$ cat config.mk
export PLATFORM = sky130hd
export DESIGN_NAME = port_irq_mask_and_op_control
export DESIGN_NICKNAME = d
export VERILOG_FILES = /design/src/rtl/port_irq_mask_and_op_control.v
export VERILOG_INCLUDE_DIRS = /design/src /design/src/pkg
export SDC_FILE = /design/constraint.sdc
export NUM_CORES = 1
export LEC_CHECK = 0
export BUFFER_PORTS_ARGS = -buffer_cell sky130_fd_sc_hd__buf_2
export CAP_MARGIN = 20
export CORE_MARGIN = 1.5
export CORE_UTILIZATION = 49
export CTS_BUF_LIST = sky130_fd_sc_hd__clkbuf_4
export CTS_CLUSTER_SIZE = 28
export DETAILED_ROUTE_END_ITERATION = 7
export PLACE_DENSITY_LB_ADDON = 0.05
export SETUP_SLACK_MARGIN = 0.02
export SYNTH_ARGS = -nofsm -noshare
export SYNTH_HDL_FRONTEND = slang
export SYNTH_SLANG_ARGS = --single-unit
$ cat constraint.sdc
create_clock -name ref_clk -period 2.7 [get_ports ref_clk]
set_input_delay 0.27 -clock ref_clk [delete_from_list [all_inputs] [get_ports ref_clk]]
set_output_delay 0.27 -clock ref_clk [all_outputs]
set_load 0.005 [all_outputs]
$ cat src/pkg/port_ctrl_defs.vh
`ifndef PORT_CTRL_DEFS_VH
`define PORT_CTRL_DEFS_VH
// ************************************************************
// Register offsets
// ************************************************************
`define OFF_IRQ_MASK 12'h01f
`define OFF_OP_CTRL 12'h020
`define OFF_IRQ_STATUS 12'h01b
// ************************************************************
// Field positions
// ************************************************************
`define BIT_ACL 0
`define BIT_PHY 1
`define BIT_SGMII 3
`define BIT_TAIL_TAG 2
`define BIT_REMOTE_LB 6
`define BIT_LOCAL_LB 7
`define MASK_IRQ_VALID 8'h0b
`define MASK_OP_VALID 8'hc7
// ************************************************************
// Reset values
// ************************************************************
`define RST_IRQ_MASK 8'h00
`define RST_OP_CTRL 8'h00
`define RST_STATUS_BIT 1'b0
`define RST_ACL_ARMED 1'b0
`define RST_RDATA 8'h00
`define RST_QUEUE_SEL 2'h0
// ************************************************************
// Queue split encodings
// ************************************************************
`define SPLIT_ONE 2'h0
`define SPLIT_TWO 2'h1
`define SPLIT_FOUR 2'h2
`endif

$ cat src/rtl/port_irq_mask_and_op_control.v
// The implementer's own choice: the strobed register port.
`timescale 1ns/1ps
`include "port_ctrl_defs.vh"

// Function
// - One 8-bit mask register per port gates status bits onto interrupt output.
// - Mask zero passes a source, one blocks it; all reset to zero.
// - Mask bit 3 gates SGMII autoneg done; meaningful only on port 7.
// - Mask bit 1 gates the PHY interrupt; only on integrated-PHY ports.
// - Mask bit 0 gates the ACL counter interrupt on every port.
// - Control bit 7 turns egress frames around in the MAC back to fabric.
// - Control bit 6 returns line frames out the same port, bypassing fabric.
// - PHY and media-independent ports alike loop line rx to tx; HAS_PHY does not change the path.
// - Control bit 2 makes this the host port with tail tagging enabled.
// - Two-bit split field: 00 one, 01 two, 10 four queues, 11 reserved.
// - With two or four queues frames go by priority; one queue ignores it.
// - ACL status clears when its mask bit is written one then zero.
module port_irq_mask_and_op_control #(
  parameter PORT_NUM = 7,
  parameter HAS_PHY = 0,
  parameter DW = 8
) (
  // Clock and reset
  input wire ref_clk,
  input wire rstn,
  // Register port
  input wire [11:0] addr,
  input wire [7:0] wdata,
  input wire wr_stb,
  input wire rd_stb,
  output reg [7:0] rdata,
  // Interrupt events, one-cycle pulses
  input wire acl_event,
  input wire phy_event,
  input wire sgmii_an_event,
  output wire irq,
  // Fabric side of the MAC
  input wire [DW-1:0] fab_tx_data,
  input wire fab_tx_valid,
  input wire [2:0] fab_tx_prio,
  output reg [DW-1:0] fab_rx_data,
  output reg fab_rx_valid,
  // Line side of the MAC
  input wire [DW-1:0] line_rx_data,
  input wire line_rx_valid,
  output reg [DW-1:0] line_tx_data,
  output reg line_tx_valid,
  // Incoming fabric-bound path from the line
  output reg [DW-1:0] ing_data,
  output reg ing_valid,
  // Queue manager
  output reg [1:0] queue_sel,
  output wire [1:0] queue_count_code,
  output wire prio_enable,
  output wire tail_tag_en
);

  // ************************************************************
  // Registers
  // ************************************************************
  reg [7:0] mask_reg;
  reg [7:0] mask_next;
  reg [7:0] op_reg;
  reg [7:0] op_next;
  reg acl_mask_armed_reg;
  reg acl_mask_armed_next;
  reg [7:0] rdata_next;
  reg [DW-1:0] fab_rx_data_next;
  reg fab_rx_valid_next;
  reg [DW-1:0] line_tx_data_next;
  reg line_tx_valid_next;
  reg [DW-1:0] ing_data_next;
  reg ing_valid_next;
  reg [1:0] queue_sel_next;
  wire [7:0] status_bits;
  wire [7:0] src_event;
  wire [7:0] src_clear;
  wire [7:0] src_valid;
  wire [7:0] wmask;
  wire [1:0] split_code;
  wire wr_mask;
  wire wr_op;
  wire acl_clear;
  wire local_lb;
  wire remote_lb;
  genvar gi;

  // ************************************************************
  // Write decode and source map
  // ************************************************************
  assign wr_mask = wr_stb && (addr == `OFF_IRQ_MASK);
  assign wr_op = wr_stb && (addr == `OFF_OP_CTRL);

  // Bits that exist on this port instance
  assign src_valid = {
    4'h0,
    (PORT_NUM == 7) ? 1'b1 : 1'b0,
    1'b0,
    (HAS_PHY != 0) ? 1'b1 : 1'b0,
    1'b1
  };
  assign wmask = `MASK_IRQ_VALID;

  // Reserved positions carry no event, so their flags stay at zero
  assign src_event = {
    4'h0,
    sgmii_an_event,
    1'b0,
    phy_event,
    acl_event
  };

  // ************************************************************
  // Register writes
  // ************************************************************
  // Reserved bits are dropped on the way in, so they read back as zero
  always @* begin
    mask_next = mask_reg;
    op_next = op_reg;
    if (wr_mask) begin
      mask_next = wdata & wmask;
    end
    if (wr_op) begin
      op_next = wdata & `MASK_OP_VALID;
    end
  end

  always @(posedge ref_clk or negedge rstn) begin
    if (!rstn) begin
      mask_reg <= `RST_IRQ_MASK;
      op_reg <= `RST_OP_CTRL;
    end else begin
      mask_reg <= mask_next;
      op_reg <= op_next;
    end
  end

  // ************************************************************
  // ACL clear arming
  // ************************************************************
  // A clear needs the mask bit written to one first, then back to zero
  always @* begin
    acl_mask_armed_next = acl_mask_armed_reg;
    if (wr_mask) begin
      acl_mask_armed_next = wdata[`BIT_ACL];
    end
  end

  always @(posedge ref_clk or negedge rstn) begin
    if (!rstn) begin
      acl_mask_armed_reg <= `RST_ACL_ARMED;
    end else begin
      acl_mask_armed_reg <= acl_mask_armed_next;
    end
  end

  assign acl_clear = wr_mask && !wdata[`BIT_ACL] && acl_mask_armed_reg;
  assign src_clear = {7'h00, acl_clear};

  // ************************************************************
  // Interrupt status
  // ************************************************************
  // One sticky flag per source; an event wins over a clear in the same cycle
  generate
    for (gi = 0; gi < 8; gi = gi + 1) begin : g_status
      reg flag_reg;
      reg flag_next;

      always @* begin
        flag_next = flag_reg;
        if (src_clear[gi]) begin
          flag_next = 1'b0;
        end
        if (src_event[gi] && src_valid[gi]) begin
          flag_next = 1'b1;
        end
      end

      always @(posedge ref_clk or negedge rstn) begin
        if (!rstn) begin
          flag_reg <= `RST_STATUS_BIT;
        end else begin
          flag_reg <= flag_next;
        end
      end
      assign status_bits[gi] = flag_reg;
    end
  endgenerate

  // ************************************************************
  // Interrupt output
  // ************************************************************
  // PHY and SGMII status are sticky until reset; only the ACL flag has a clear
  assign irq = |(status_bits & ~mask_reg & src_valid);

  // ************************************************************
  // Read port
  // ************************************************************
  always @* begin
    rdata_next = 8'h00;
    if (rd_stb) begin
      case (addr)
        `OFF_IRQ_MASK: begin
          rdata_next = mask_reg;
        end
        `OFF_OP_CTRL: begin
          rdata_next = op_reg;
        end
        `OFF_IRQ_STATUS: begin
          rdata_next = status_bits;
        end
        default: begin
          rdata_next = 8'h00;
        end
      endcase
    end
  end

  // Read data stand for one cycle only, then fall back to zero
  always @(posedge ref_clk or negedge rstn) begin
    if (!rstn) begin
      rdata <= `RST_RDATA;
    end else begin
      rdata <= rdata_next;
    end
  end

  // ************************************************************
  // Loopback steering
  // ************************************************************
  assign local_lb = op_reg[`BIT_LOCAL_LB];
  assign remote_lb = op_reg[`BIT_REMOTE_LB];

  // Remote loopback wins the line transmitter when both modes are set
  always @* begin
    fab_rx_data_next = fab_tx_data;
    fab_rx_valid_next = fab_tx_valid && local_lb;
    ing_data_next = line_rx_data;
    ing_valid_next = line_rx_valid && !remote_lb;
    if (remote_lb) begin
      line_tx_data_next = line_rx_data;
      line_tx_valid_next = line_rx_valid;
    end else begin
      line_tx_data_next = fab_tx_data;
      line_tx_valid_next = fab_tx_valid && !local_lb;
    end
  end

  // ************************************************************
  // Datapath output stage
  // ************************************************************
  // Single register stage only: no elastic buffer, rates must match
  always @(posedge ref_clk or negedge rstn) begin
    if (!rstn) begin
      fab_rx_data <= {DW{1'b0}};
      fab_rx_valid <= 1'b0;
      line_tx_data <= {DW{1'b0}};
      line_tx_valid <= 1'b0;
      ing_data <= {DW{1'b0}};
      ing_valid <= 1'b0;
    end else begin
      fab_rx_data <= fab_rx_data_next;
      fab_rx_valid <= fab_rx_valid_next;
      line_tx_data <= line_tx_data_next;
      line_tx_valid <= line_tx_valid_next;
      ing_data <= ing_data_next;
      ing_valid <= ing_valid_next;
    end
  end

  // ************************************************************
  // Tail tag and queue split
  // ************************************************************
  assign split_code = op_reg[1:0];
  assign tail_tag_en = op_reg[`BIT_TAIL_TAG];
  assign queue_count_code = split_code;
  assign prio_enable = (split_code == `SPLIT_TWO) || (split_code == `SPLIT_FOUR);

  // ************************************************************
  // Queue selection
  // ************************************************************
  // Reserved code 11 falls back to one queue rather than guessing a split
  always @* begin
    case (split_code)
      `SPLIT_TWO: begin
        queue_sel_next = {1'b0, fab_tx_prio[2]};
      end
      `SPLIT_FOUR: begin
        queue_sel_next = fab_tx_prio[2:1];
      end
      default: begin
        queue_sel_next = 2'h0;
      end
    endcase
  end

  always @(posedge ref_clk or negedge rstn) begin
    if (!rstn) begin
      queue_sel <= `RST_QUEUE_SEL;
    end else begin
      queue_sel <= queue_sel_next;
    end
  end

endmodule // port_irq_mask_and_op_control

* Word level (Yosys, flattened, before mapping)
Index checks and enable logic that the tools add are counted.
** Storage, ports and cells
- Flip-flop bits (word level) :: 48
- Latch bits :: 0
- Bits in writable memories :: 0
- ROM bits :: 0
- Bits of input ports :: 48
- Output and inout port bits :: 42
- Memories kept :: 0
** Operators by class
- $add $sub $neg :: 0
- Multipliers :: 0
- Div/mod/pow operators :: 0
- Order comparisons :: 0
- Equal/unequal tests :: 5
- Shift operators :: 0
- Multiplexer cells :: 7
- Bitwise logic cells :: 2
- Reductions and logical operators :: 13
** Operators with widths (count)
- 12-bit by 5-bit == test with 1-bit output, second input constant :: 2
- 8-bit one-hot mux with 3 select lines :: 1
- 8-bit 2-to-1 mux :: 2
- 12-bit by 6-bit == test with 1-bit output, second input constant :: 1
- 1-bit logical AND :: 7
- 4-bit bitwise AND :: 1
- 4-bit NOT :: 1
- 2-bit one-hot mux with 2 select lines :: 1
- 1-bit logical NOT :: 3
- 1-bit 2-to-1 mux :: 3
- 2-bit by 1-bit == test with 1-bit output, second input constant :: 1
- 2-bit == test, second input constant :: 1
- 2-bit nonzero test :: 1
- 2-bit OR reduction :: 1
- 1-bit logical OR :: 1

* Logic depth before layout (Yosys ltp)
Gate-level depths: netlist of the first run.
- Word-level depth :: 6
- Gate-level depth with buffers :: 4
- Depth with buffers taken out :: 4

* Worst setup path before layout of the first run
Ideal clock, no wire load.
- Path type :: input to register
- Start point :: input addr[7]
- End point :: register mask_reg[0]
- Setup time :: 0.125 ns
- Data arrival time :: 1.508 ns
- Data required time :: 2.575 ns
- Path slack :: 1.067 ns
- Stages :: 4
- Path buffers :: 0
- Path through :: or4_1 -> nor3_4 -> nand4_2 -> mux2_2
** On the way
- Longest elaborated chain between the ends :: 2
** Ends and longest elaborated chain
- from (decl) :: line port_irq_mask_and_op_control.v:27 : input wire [11:0] addr,
- 12-bit by 5-bit == test with 1-bit output
- 1-bit logical AND :: line port_irq_mask_and_op_control.v:91 : assign wr_mask = wr_stb && (addr == `OFF_IRQ_MASK);
- to (signal assigned) :: line port_irq_mask_and_op_control.v:130 : mask_reg <= `RST_IRQ_MASK;
- to (signal assigned) :: line port_irq_mask_and_op_control.v:133 : mask_reg <= mask_next;
- to (decl) :: line port_irq_mask_and_op_control.v:61 : reg [7:0] mask_reg;
No other way between the ends.
A chain may end at the register's enable or synchronous reset.

* Worst setup path in the final report of the first run
- Start point :: register op_reg[0]
- End point :: output prio_enable
** On the way
- Longest elaborated chain between the ends :: 2
- Elaborated cells on any way between the ends :: 3
- Classes of those cells :: eq/ne: 2; reduce/logical: 1
** Ends and longest elaborated chain
- from (decl) :: line port_irq_mask_and_op_control.v:63 : reg [7:0] op_reg;
- from (signal assigned) :: line port_irq_mask_and_op_control.v:131 : op_reg <= `RST_OP_CTRL;
- from (signal assigned) :: line port_irq_mask_and_op_control.v:134 : op_reg <= op_next;
- 2-bit by 1-bit == test with 1-bit output or 2-bit == test (tied branches)
- 1-bit logical OR (*) :: line port_irq_mask_and_op_control.v:277 : assign prio_enable = (split_code == `SPLIT_TWO) || (split_code == `SPLIT_FOUR);
- to (decl) :: line port_irq_mask_and_op_control.v:54 : output wire prio_enable,
Mark *: on every way between the ends. The rest lies on a longest branch, timed or not.

==> impl_metrics.py, run 1 <==
metrics = {
    "run_status": {
        "status": "completed",
    },
    "clocking": {
        "tritoncts": "done",
        "ctsLongestPathBuffers": 2,
        "post-cts-setup-buffers": 0,
        "clkLatencyLatePin_ns": 0.35,
        "clkSlewWorstSetupHoldPaths_ns": 0.13,
        "cts_made_buffers": 5,
        "cts_num_sinks": 45,
        "cts-htree-levels": 2,
        "cts_hold_repair.buffers": 0,
        "cts-resized-gates": 0,
        "ctsRootBufferMaster": "sky130_fd_sc_hd__clkbuf_4",
    },
    "global_routing": {
        "first_global_vias": 1125,
        "grt_start_max_net_pins": 46,
        "groute.usage.overall": 0.1844,
        "antenna_violations_before_repair": 0,
        "first_pass_grt_wire_length_mm": 4.816,
        "grt.overflow.total": 0,
    },
    "routing": {
        "drtAntennaViolNets": 0,
        "routed_wire_length_per_instance_um": 12.66,
        "routed-via-count": 1163,
        "dr.first_iter.drc_count": 36,
        "route.final.wire_length_mm": 3.115,
        "residual_drc": 0,
        "detail_route.first_pass.iterations": 4,
        "vias_per_cell": 4.728,
    },
    "power_and_ir_drop": {
        "power.combinational.fraction": 0.080,
        "peakVddDrop_v": 0.0004285,
        "switchingPower_mw": 0.2540,
        "power_report.internal_total_mw": 0.9517,
        "share_seq_of_total_power": 0.579,
        "power.total_mw": 1.206,
        "leakagePower_nw": 1.210,
        "pwr-share-clk": 0.341,
        "switching_share": 0.2107,
        "power.density_mw_per_mm2": 536.0,
    },
    "placement": {
        "detailed_place.area_mm2": 0.002096,
        "place_inst": 231,
        "place_congestion": 0.6815,
        "post-dp-hpwl_mm": 2.362,
        "port_buffers": 83,
        "dp_worst_setup_slack_ns": 0.8512,
    },
    "sta": {
        "slew-limit-headroom": 0.3807,
        "postLayoutSetupSlackWorst_ns": 1.089,
        "tightest_slew_ns": 0.9290,
        "max_clock_freq_mhz": 620.8,
        "post-route-min-period_ns": 1.611,
        "unrepaired_setup_endpoints_after_global_routing": "no",
        "fin_worst_skew_ns": 0.01383,
        "finalSetupTns_ns": 0,
        "hold-worst-slack_ns": 0.02498,
        "finalCritPeriodShare": 0.5966,
        "hold_viol": 0,
        "report.final.setup_viol": 0,
        "timing.final.max_slew_violations": 0,
    },
    "synthesis": {
        "synth.yosys.warnings": 0,
        "synth_edf_count": 0,
        "synthesis.instances": 108,
        "synth_area_per_cell_um2": 15.33,
        "synth_ff_type": "sky130_fd_sc_hd__dfrtp_1",
        "syn-cell-area_mm2": 0.001655,
        "yosys_reg_bits": 45,
        "yosysUniqueCellTypes": 29,
        "synth_async_sr_flop_share": 1.000,
        "synth.yosys.seq_area_share": 0.6803,
    },
    "critical_path": {
        "cp_common_cell": "sky130_fd_sc_hd__inv_1",
        "worstReg2RegEnd": "line_tx_data[7]$_DFF_PN0_",
        "worstSetupPathType": "reg2out",
        "ff2ff_setup_slack_ns": 1.50,
        "timing.critical_path.fanout_max": 5,
        "worstSetupEndpointType": "output port",
        "critical_path_start_type": "register",
        "cp_cell_sequence": "inv_1 > ha_1 > inv_1 > buf_2",
        "worst-endpoint-arrival_ns": 1.34,
        "slowest_stage": "sky130_fd_sc_hd__dfrtp_1",
        "max_stage_delay_ns": 0.44,
        "r2r_start": "op_reg[6]$_DFFE_PN0P_",
        "rr_worst_depth": 1,
        "cp_data_required_time_ns": 2.43,
    },
    "job": {
        "max_cap_violations": 0,
    },
    "cells_and_area": {
        "filler_cell_count": 234,
        "finish.instance_area_mm2": 0.002250,
        "finalNonFillerCells": 246,
        "reg.largest.list": "fab_rx_data x8, ing_data x8, line_tx_data x8",
        "antenna_cells_inserted": 0,
        "final_layout_size_suffix_gt1_frac": 0.5743,
        "final_core_utilization": 0.7192,
        "area_growth_syn_to_layout_pct": 35.90,
        "nets": 251,
    },
    "floorplanning": {
        "die_area_mm2": 0.003736,
        "design.portCount": 90,
        "rows": 20,
        "coreArea_mm2": 0.003128,
        "dieHeight_um": 61.12,
        "initial_core_utilization": 0.5292,
        "dieWidth_um": 61.12,
    },
    "worst_hold_path": {
        "min_path_cells": 1,
        "hold_path_end": "fab_rx_data[4]$_DFF_PN0_",
        "timing.hold.worst.class": "in2reg",
        "holdCritStartpoint": "fab_tx_data[4]",
    },
}
## kinds of logic (layout without fill, tap and decap cells)
group / Yosys count / in the layout / share of synthesized area
other: 1 / 2 / 0.002265
and+or+nand+nor: 26 / 26 / 0.1149
DFF: 45 / 45 / 0.6803
muxes: 17 / 17 / 0.1262
AOI/OAI and AO/OA: 7 / 7 / 0.02948
buffers and inverters: 10 / 103 / 0.03175
adders and majority gates: 2 / 2 / 0.01511
## layout by cell type, fill, tap and decap left out
cell / instances
sky130_fd_sc_hd__dlygate4sd3_1: 7
sky130_fd_sc_hd__mux2_4: 5
sky130_fd_sc_hd__nand3_4: 1
sky130_fd_sc_hd__nor4_1: 1
sky130_fd_sc_hd__clkinv_4: 1
sky130_fd_sc_hd__or2_2: 1
sky130_fd_sc_hd__inv_1: 5
sky130_fd_sc_hd__nor2b_1: 1
sky130_fd_sc_hd__nor3_4: 2
sky130_fd_sc_hd__o22ai_1: 1
sky130_fd_sc_hd__nand4_2: 1
sky130_fd_sc_hd__nand4_1: 1
sky130_fd_sc_hd__and3_1: 1
sky130_fd_sc_hd__ha_1: 2
sky130_fd_sc_hd__bufinv_16: 1
sky130_fd_sc_hd__clkbuf_4: 6
sky130_fd_sc_hd__or4b_4: 1
sky130_fd_sc_hd__nand2b_1: 1
sky130_fd_sc_hd__nand2_1: 4
sky130_fd_sc_hd__conb_1: 2
sky130_fd_sc_hd__o21ai_0: 2
sky130_fd_sc_hd__dfrtp_1: 45
sky130_fd_sc_hd__buf_2: 83
sky130_fd_sc_hd__and3_2: 3
sky130_fd_sc_hd__or4_1: 1
sky130_fd_sc_hd__a32oi_1: 1
sky130_fd_sc_hd__a22oi_1: 2
sky130_fd_sc_hd__o22a_1: 1
sky130_fd_sc_hd__mux2_2: 11
sky130_fd_sc_hd__nor2_1: 5
sky130_fd_sc_hd__mux2i_1: 1
sky130_fd_sc_hd__and2_1: 2
## critical path, delay by kind of cell (launching register included)
kind,cells,cell delay [ns]
flops,1,0.44
fa+ha+maj,1,0.32
buf+inv,3,0.24
## worst max path at each step
stage	start	endpoint	cells after the start	slack (ns)
2_1_floorplan	addr[7]	mask_reg[0]$_DFFE_PN0P_	4	1.07
3_3_place_gp	addr[2]	op_reg[2]$_DFFE_PN0P_	5	0.88
3_5_place_dp	addr[2]	op_reg[2]$_DFFE_PN0P_	5	0.85
4_1_cts	op_reg[0]$_DFFE_PN0P_	prio_enable	4	1.07
5_1_grt	op_reg[0]$_DFFE_PN0P_	prio_enable	4	1.01
6_report	op_reg[0]$_DFFE_PN0P_	prio_enable	4	1.09
## area by class of cell
cell class                 instances  area (um2)  area share
multi-input combinational         54       480.5      0.2136
clock buffer                       6       45.04     0.02002
timing repair buffer              90       485.5      0.2158
sequential                        45        1126      0.5006
inverter                           5       18.77    0.008343
clock inverter                     2       38.79     0.01724
tap                               44       55.05     0.02447
## metal layers
layer | wire [um] | vias up | GRT usage
met1 | 1187 | 550 | 0.1933
met3 | 274 | 6 | 0.06933
met4 | 37 | 0 | 0.06522
met2 | 1616 | 57 | 0.3359
met5 | 0 | - | 0
li1 | - | 550 | -
## cells in the mapped netlist (2+ instances only)
master | number | area [um2]
sky130_fd_sc_hd__o21ai_0 | 2 | 10.01
sky130_fd_sc_hd__a22oi_1 | 2 | 15.01
sky130_fd_sc_hd__buf_4 | 4 | 30.03
sky130_fd_sc_hd__and2_1 | 2 | 12.51
sky130_fd_sc_hd__dfrtp_1 | 45 | 1126
sky130_fd_sc_hd__and3_2 | 3 | 22.52
sky130_fd_sc_hd__nor2_1 | 5 | 18.77
sky130_fd_sc_hd__mux2_4 | 5 | 75.07
sky130_fd_sc_hd__inv_1 | 5 | 18.77
sky130_fd_sc_hd__mux2_2 | 11 | 123.9
sky130_fd_sc_hd__nand2_1 | 4 | 15.01
sky130_fd_sc_hd__ha_1 | 2 | 25.02
sky130_fd_sc_hd__nor3_4 | 2 | 32.53
## power by group through the flow
| stage | Sequential (mW) | Combinational (mW) | Clock (mW) |
|---|---|---|---|
| floorplan | 0.716 | 0.0160 | 0 |
| global placement | 0.711 | 0.0867 | 0 |
| detailed placement | 0.711 | 0.0903 | 0 |
| CTS | 0.698 | 0.0903 | 0.422 |
| global route | 0.701 | 0.108 | 0.455 |
| finish | 0.698 | 0.0961 | 0.411 |
(Power assumes the default switching activity.)
==> inputs of run 2 (changes only) <==
--- a/config.mk
+++ b/config.mk
@@ -9,7 +9,7 @@
 export BUFFER_PORTS_ARGS = -buffer_cell sky130_fd_sc_hd__buf_2
 export CAP_MARGIN = 20
 export CORE_MARGIN = 1.5
-export CORE_UTILIZATION = 49
+export CORE_UTILIZATION = 45
 export CTS_BUF_LIST = sky130_fd_sc_hd__clkbuf_4
 export CTS_CLUSTER_SIZE = 28
 export DETAILED_ROUTE_END_ITERATION = 7
==> constraint.sdc (replaced) <==
create_clock -name ref_clk -period 1.55 [get_ports ref_clk]
set_input_delay 0.155 -clock ref_clk [delete_from_list [all_inputs] [get_ports ref_clk]]
set_output_delay 0.155 -clock ref_clk [all_outputs]
set_load 0.005 [all_outputs]
==> impl_metrics.py, run 2 (synthesized netlist as in run 1, its figures left out) <==
metrics = {
    "run_status": {
        "status": "completed",
    },
    "global_routing": {
        "antenna_violations_before_repair": 0,
        "groute.usage.overall": 0.1844,
        "first_global_vias": 1297,
        "grt_start_max_net_pins": 26,
        "grt.overflow.total": 0,
        "first_pass_grt_wire_length_mm": 5.644,
    },
    "placement": {
        "place_congestion": 0.7249,
        "port_buffers": 83,
        "place_inst": 237,
        "post-dp-hpwl_mm": 2.470,
        "detailed_place.area_mm2": 0.002141,
    },
    "sta": {
        "tightest_slew_ns": 0.5173,
        "post-route-min-period_ns": 1.454,
        "report.final.setup_viol": 0,
        "fin_worst_skew_ns": 0.01053,
        "hold_viol": 0,
        "hold-worst-slack_ns": 0.01807,
        "slew-limit-headroom": 0.6551,
        "timing.final.max_slew_violations": 0,
        "unrepaired_setup_endpoints_after_global_routing": "no",
        "finalCritPeriodShare": 0.9378,
        "finalSetupTns_ns": 0,
        "max_clock_freq_mhz": 688.0,
    },
    "cells_and_area": {
        "antenna_cells_inserted": 0,
        "nets": 270,
        "layout.cells.most_common_list": "sky130_fd_sc_hd__buf_2, sky130_fd_sc_hd__dfrtp_1, sky130_fd_sc_hd__dlygate4sd3_1",
        "area_growth_syn_to_layout_pct": 47.17,
        "reg.largest.list": "fab_rx_data x8, ing_data x8, line_tx_data x8",
        "finalNonFillerCells": 267,
        "final_layout_size_suffix_gt1_frac": 0.5520,
        "layout.cells.most_common": "sky130_fd_sc_hd__buf_2",
        "finish.instance_area_mm2": 0.002436,
    },
    "clocking": {
        "cts-htree-levels": 2,
        "ctsLongestPathBuffers": 2,
        "clkSlewWorstSetupHoldPaths_ns": 0.13,
        "cts_num_sinks": 45,
        "cts_made_buffers": 5,
        "ctsRootBufferMaster": "sky130_fd_sc_hd__clkbuf_4",
        "tritoncts": "done",
        "clkLatencyLatePin_ns": 0.36,
    },
    "power_and_ir_drop": {
        "power.total_mw": 2.116,
        "power.density_mw_per_mm2": 868.5,
        "peakVddDrop_v": 0.0005876,
        "leakagePower_nw": 1.290,
    },
    "critical_path": {
        "cp.buffers_inverters": 2,
        "worst-endpoint-arrival_ns": 1.30,
        "max_stage_delay_ns": 0.45,
        "timing.critical_path.fanout_max": 4,
        "worstSetupEndpointType": "output port",
        "worstSetupPathType": "reg2out",
        "crit_family": "flip-flops",
        "cp_data_required_time_ns": 1.39,
        "critical_path_start_type": "register",
        "cp_cell_sequence": "ha_1 > inv_1 > buf_2",
        "slowest_stage": "sky130_fd_sc_hd__dfrtp_2",
        "rr_worst_depth": 1,
        "r2r_start": "op_reg[6]$_DFFE_PN0P_",
        "worstReg2RegEnd": "line_tx_data[1]$_DFF_PN0_",
        "ff2ff_setup_slack_ns": 0.36,
    },
    "job": {
        "max_cap_violations": 0,
    },
    "routing": {
        "routed-via-count": 1238,
        "vias_per_cell": 4.637,
        "route.final.wire_length_mm": 3.487,
        "routed_wire_length_per_instance_um": 13.06,
        "drtAntennaViolNets": 0,
        "residual_drc": 0,
        "dr.first_iter.drc_count": 27,
        "detail_route.first_pass.iterations": 4,
    },
    "worst_hold_path": {
        "hold_path_end": "op_reg[2]$_DFFE_PN0P_",
        "holdCritStartpoint": "wdata[2]",
        "min_path_cells": 2,
        "timing.hold.worst.class": "in2reg",
    },
    "floorplanning": {
        "initial_core_utilization": 0.4809,
        "coreArea_mm2": 0.003442,
        "dieWidth_um": 63.65,
        "design.portCount": 90,
        "dieHeight_um": 63.65,
        "die_area_mm2": 0.004051,
        "rows": 21,
    },
}
## run 2: cell types whose count changed in the layout (fill, tap and decap cells not counted)
cell,change
sky130_fd_sc_hd__clkinv_4,-1
sky130_fd_sc_hd__clkbuf_4,-1
sky130_fd_sc_hd__clkinvlp_4,+1
sky130_fd_sc_hd__buf_12,+1
sky130_fd_sc_hd__dfrtp_1,-1
sky130_fd_sc_hd__buf_4,+5
sky130_fd_sc_hd__dfrtp_2,+1
sky130_fd_sc_hd__dlygate4sd3_1,+13
sky130_fd_sc_hd__clkinv_1,+1
## run 2: how the worst max path moves through the flow
stage                          start                 endpoint  cells after the start
2_1_floorplan                addr[7]  mask_reg[0]$_DFFE_PN0P_                      4
3_3_place_gp                 addr[7]  mask_reg[3]$_DFFE_PN0P_                      5
3_5_place_dp                 addr[7]  mask_reg[1]$_DFFE_PN0P_                      5
4_1_cts        op_reg[0]$_DFFE_PN0P_              prio_enable                      4
5_1_grt        op_reg[1]$_DFFE_PN0P_              prio_enable                      3
6_report       op_reg[1]$_DFFE_PN0P_              prio_enable                      3
## run 2: repair_timing
action	CTS	global route
hold buffers	19	1
endpoints found under the hold margin	38	1
buffers inserted	0	2
setup endpoints to repair	0	1
resized for setup	0	1
## run 2: report_power, final
| part | switching (mW) | total [mW] | leakage, nW | internal, mW |
|---|---|---|---|---|
| Sequential | 0.00924 | 1.22 | 0.556 | 1.21 |
| Combinational | 0.0858 | 0.203 | 0.695 | 0.117 |
| Clock | 0.361 | 0.695 | 0.0389 | 0.334 |
| Total | 0.456 | 2.12 | 1.29 | 1.66 |
## run 2: metrics by stage
step	setup slack, ns	util
final	0.09645	0.7077
after global routing	0.02487	0.7077
after CTS	0.03855	0.7001
after detailed placement	-0.1514	0.6220
after global placement	-0.1255	0.6220
after floorplan	0.03226	-
## run 2: layer usage
layer / share of wire / track usage / wire length [um]
met1: 0.37 / 0.2007 / 1289
met2: 0.53 / 0.3276 / 1855
met3: 0.078 / 0.05893 / 272
met4: 0.020 / 0.07880 / 70
met5: 0 / 0 / 0
## run 2: area by class of cell
class | instances | area, um2
repair buffers | 109 | 673.1
inverters | 5 | 18.77
flip-flops and latches | 45 | 1127
multi-input cells | 54 | 480.5
clock inverters | 3 | 41.29
fillers | 255 | 1006
clock buffers | 5 | 37.54
well taps | 46 | 57.56
==> inputs of run 3 (changes only) <==
==> constraint.sdc (replaced) <==
create_clock -name ref_clk -period 1.4 [get_ports ref_clk]
set_input_delay 0.14 -clock ref_clk [delete_from_list [all_inputs] [get_ports ref_clk]]
set_output_delay 0.14 -clock ref_clk [all_outputs]
set_load 0.005 [all_outputs]
==> impl_metrics.py, run 3 (synthesized netlist as in run 1, its figures left out) <==
metrics = {
    "sta": {
        "fin_worst_skew_ns": 0.004858,
        "timing.final.max_slew_violations": 0,
        "finalSetupTns_ns": 0,
        "post-route-min-period_ns": 1.342,
        "hold_viol": 0,
        "tightest_slew_ns": 0.5258,
        "postLayoutSetupSlackWorst_ns": 0.05784,
        "report.final.setup_viol": 0,
        "hold-worst-slack_ns": 0.01707,
        "slew-limit-headroom": 0.6495,
        "max_clock_freq_mhz": 745.1,
        "finalCritPeriodShare": 0.9587,
        "unrepaired_setup_endpoints_after_global_routing": "yes",
    },
    "global_routing": {
        "antenna_violations_before_repair": 0,
        "grt_start_max_net_pins": 46,
        "first_global_vias": 1254,
        "first_pass_grt_wire_length_mm": 5.526,
        "grt.overflow.total": 0,
        "groute.usage.overall": 0.1794,
    },
    "floorplanning": {
        "initial_core_utilization": 0.4809,
        "dieWidth_um": 63.65,
        "coreArea_mm2": 0.003442,
        "rows": 21,
        "dieHeight_um": 63.65,
        "design.portCount": 90,
        "die_area_mm2": 0.004051,
    },
    "critical_path": {
        "worstSetupPathType": "reg2out",
        "worstSetupEndpointType": "output port",
        "cp_data_required_time_ns": 1.26,
        "timing.critical_path.fanout_max": 2,
        "worst-endpoint-arrival_ns": 1.20,
        "critical_path_start_type": "register",
        "rr_worst_depth": 5,
    },
    "placement": {
        "post-dp-hpwl_mm": 2.473,
        "place_congestion": 0.7476,
        "dp_worst_setup_slack_ns": -0.2435,
        "port_buffers": 83,
    },
    "cells_and_area": {
        "reg.largest.list": "fab_rx_data x8, ing_data x8, line_tx_data x8",
        "layout.cells.most_common": "sky130_fd_sc_hd__buf_2",
        "nets": 272,
        "area_growth_syn_to_layout_pct": 50.04,
        "layout.cells.most_common_list": "sky130_fd_sc_hd__buf_2, sky130_fd_sc_hd__dfrtp_1, sky130_fd_sc_hd__dlygate4sd3_1",
        "antenna_cells_inserted": 0,
        "final_layout_size_suffix_gt1_frac": 0.5740,
        "final_core_utilization": 0.7216,
    },
    "routing": {
        "residual_drc": 0,
        "routed-via-count": 1236,
        "route.final.wire_length_mm": 3.369,
        "routed_wire_length_per_instance_um": 12.52,
        "drtAntennaViolNets": 0,
        "vias_per_cell": 4.595,
        "detail_route.first_pass.iterations": 3,
        "dr.first_iter.drc_count": 49,
    },
    "clocking": {
        "cts_made_buffers": 5,
        "clkLatencyLatePin_ns": 0.35,
        "cts_num_sinks": 45,
        "clkSlewWorstSetupHoldPaths_ns": 0.12,
        "ctsRootBufferMaster": "sky130_fd_sc_hd__clkbuf_4",
        "cts-htree-levels": 2,
        "tritoncts": "done",
        "ctsLongestPathBuffers": 2,
    },
    "power_and_ir_drop": {
        "peakVddDrop_v": 0.0006389,
        "power.density_mw_per_mm2": 1010,
        "leakagePower_nw": 1.315,
    },
    "worst_hold_path": {
        "timing.hold.worst.class": "in2reg",
        "min_path_cells": 2,
    },
    "job": {
        "max_cap_violations": 0,
    },
    "run_status": {
        "status": "completed",
    },
}
[run 3: cell count changes in the layout (fill, tap and decap cells not counted), sizes merged]
cell and change:
buf +2, bufinv +1, clkinvlp -1
[run 3: path summary, 6_finish.rpt]
kind	slack, ns	from	to
max in group asynchronous	0.66	rstn	op_reg[2]$_DFFE_PN0P_
min in group asynchronous	0.39	rstn	ing_data[7]$_DFF_PN0_
min	0.02	wdata[3]	mask_reg[3]$_DFFE_PN0P_
max	0.06	op_reg[1]$_DFFE_PN0P_	prio_enable
min reg2reg	0.52	g_status[3].flag_reg$_DFFE_PN0P_	g_status[3].flag_reg$_DFFE_PN0P_
max reg2reg	0.19	op_reg[0]$_DFFE_PN0P_	queue_sel[0]$_DFF_PN0_
[run 3: what timing repair did]
item | 4_1_cts | 5_1_grt
endpoints found under the hold margin | 63 | 1
resized for setup | 0 | 4
setup endpoints to repair | 1 | 1
hold buffers | 19 | 1
pin swaps | 1 | 1
buffers inserted | 2 | 1
[run 3: per-layer routing]
metal  global-route usage  vias up  routed length (um)
li1                     -      590                   -
met1               0.2067      586                1326
met2               0.3158       53                1757
met3              0.03929        7                 225
met4              0.08424        0                  59
met5                    0        -                   0
[run 3: stage by stage]
step           cell area, um2  instances  total power [mW]
5_1_grt                  2484        269             2.630
2_1_floorplan            1663        109             1.412
6_report                 2484        269             2.509
3_3_place_gp             2140        238             1.548
4_1_cts                  2447        267             2.535
3_5_place_dp             2140        238             1.556
[run 3: where the power goes]
part | total [mW] | switching, mW | internal (mW)
sequential | 1.35 | 0.0103 | 1.34
combinational | 0.223 | 0.0937 | 0.129
clock | 0.938 | 0.385 | 0.553
[run 3: cell type report]
type,count,area [um2]
fillers,256,958.4
well taps,46,57.56
multi-input cells,54,496.7
clock buffers,5,37.54
flip-flops and latches,45,1126
repair buffers,111,681.9
inverters,5,18.77
clock inverters,3,65.06
[run 3: critical path: stages, from the launching register on]
cell and delay, ns:
sky130_fd_sc_hd__dfrtp_1 0.43, sky130_fd_sc_hd__ha_4 0.28, sky130_fd_sc_hd__inv_2 0.04, sky130_fd_sc_hd__buf_6 0.10
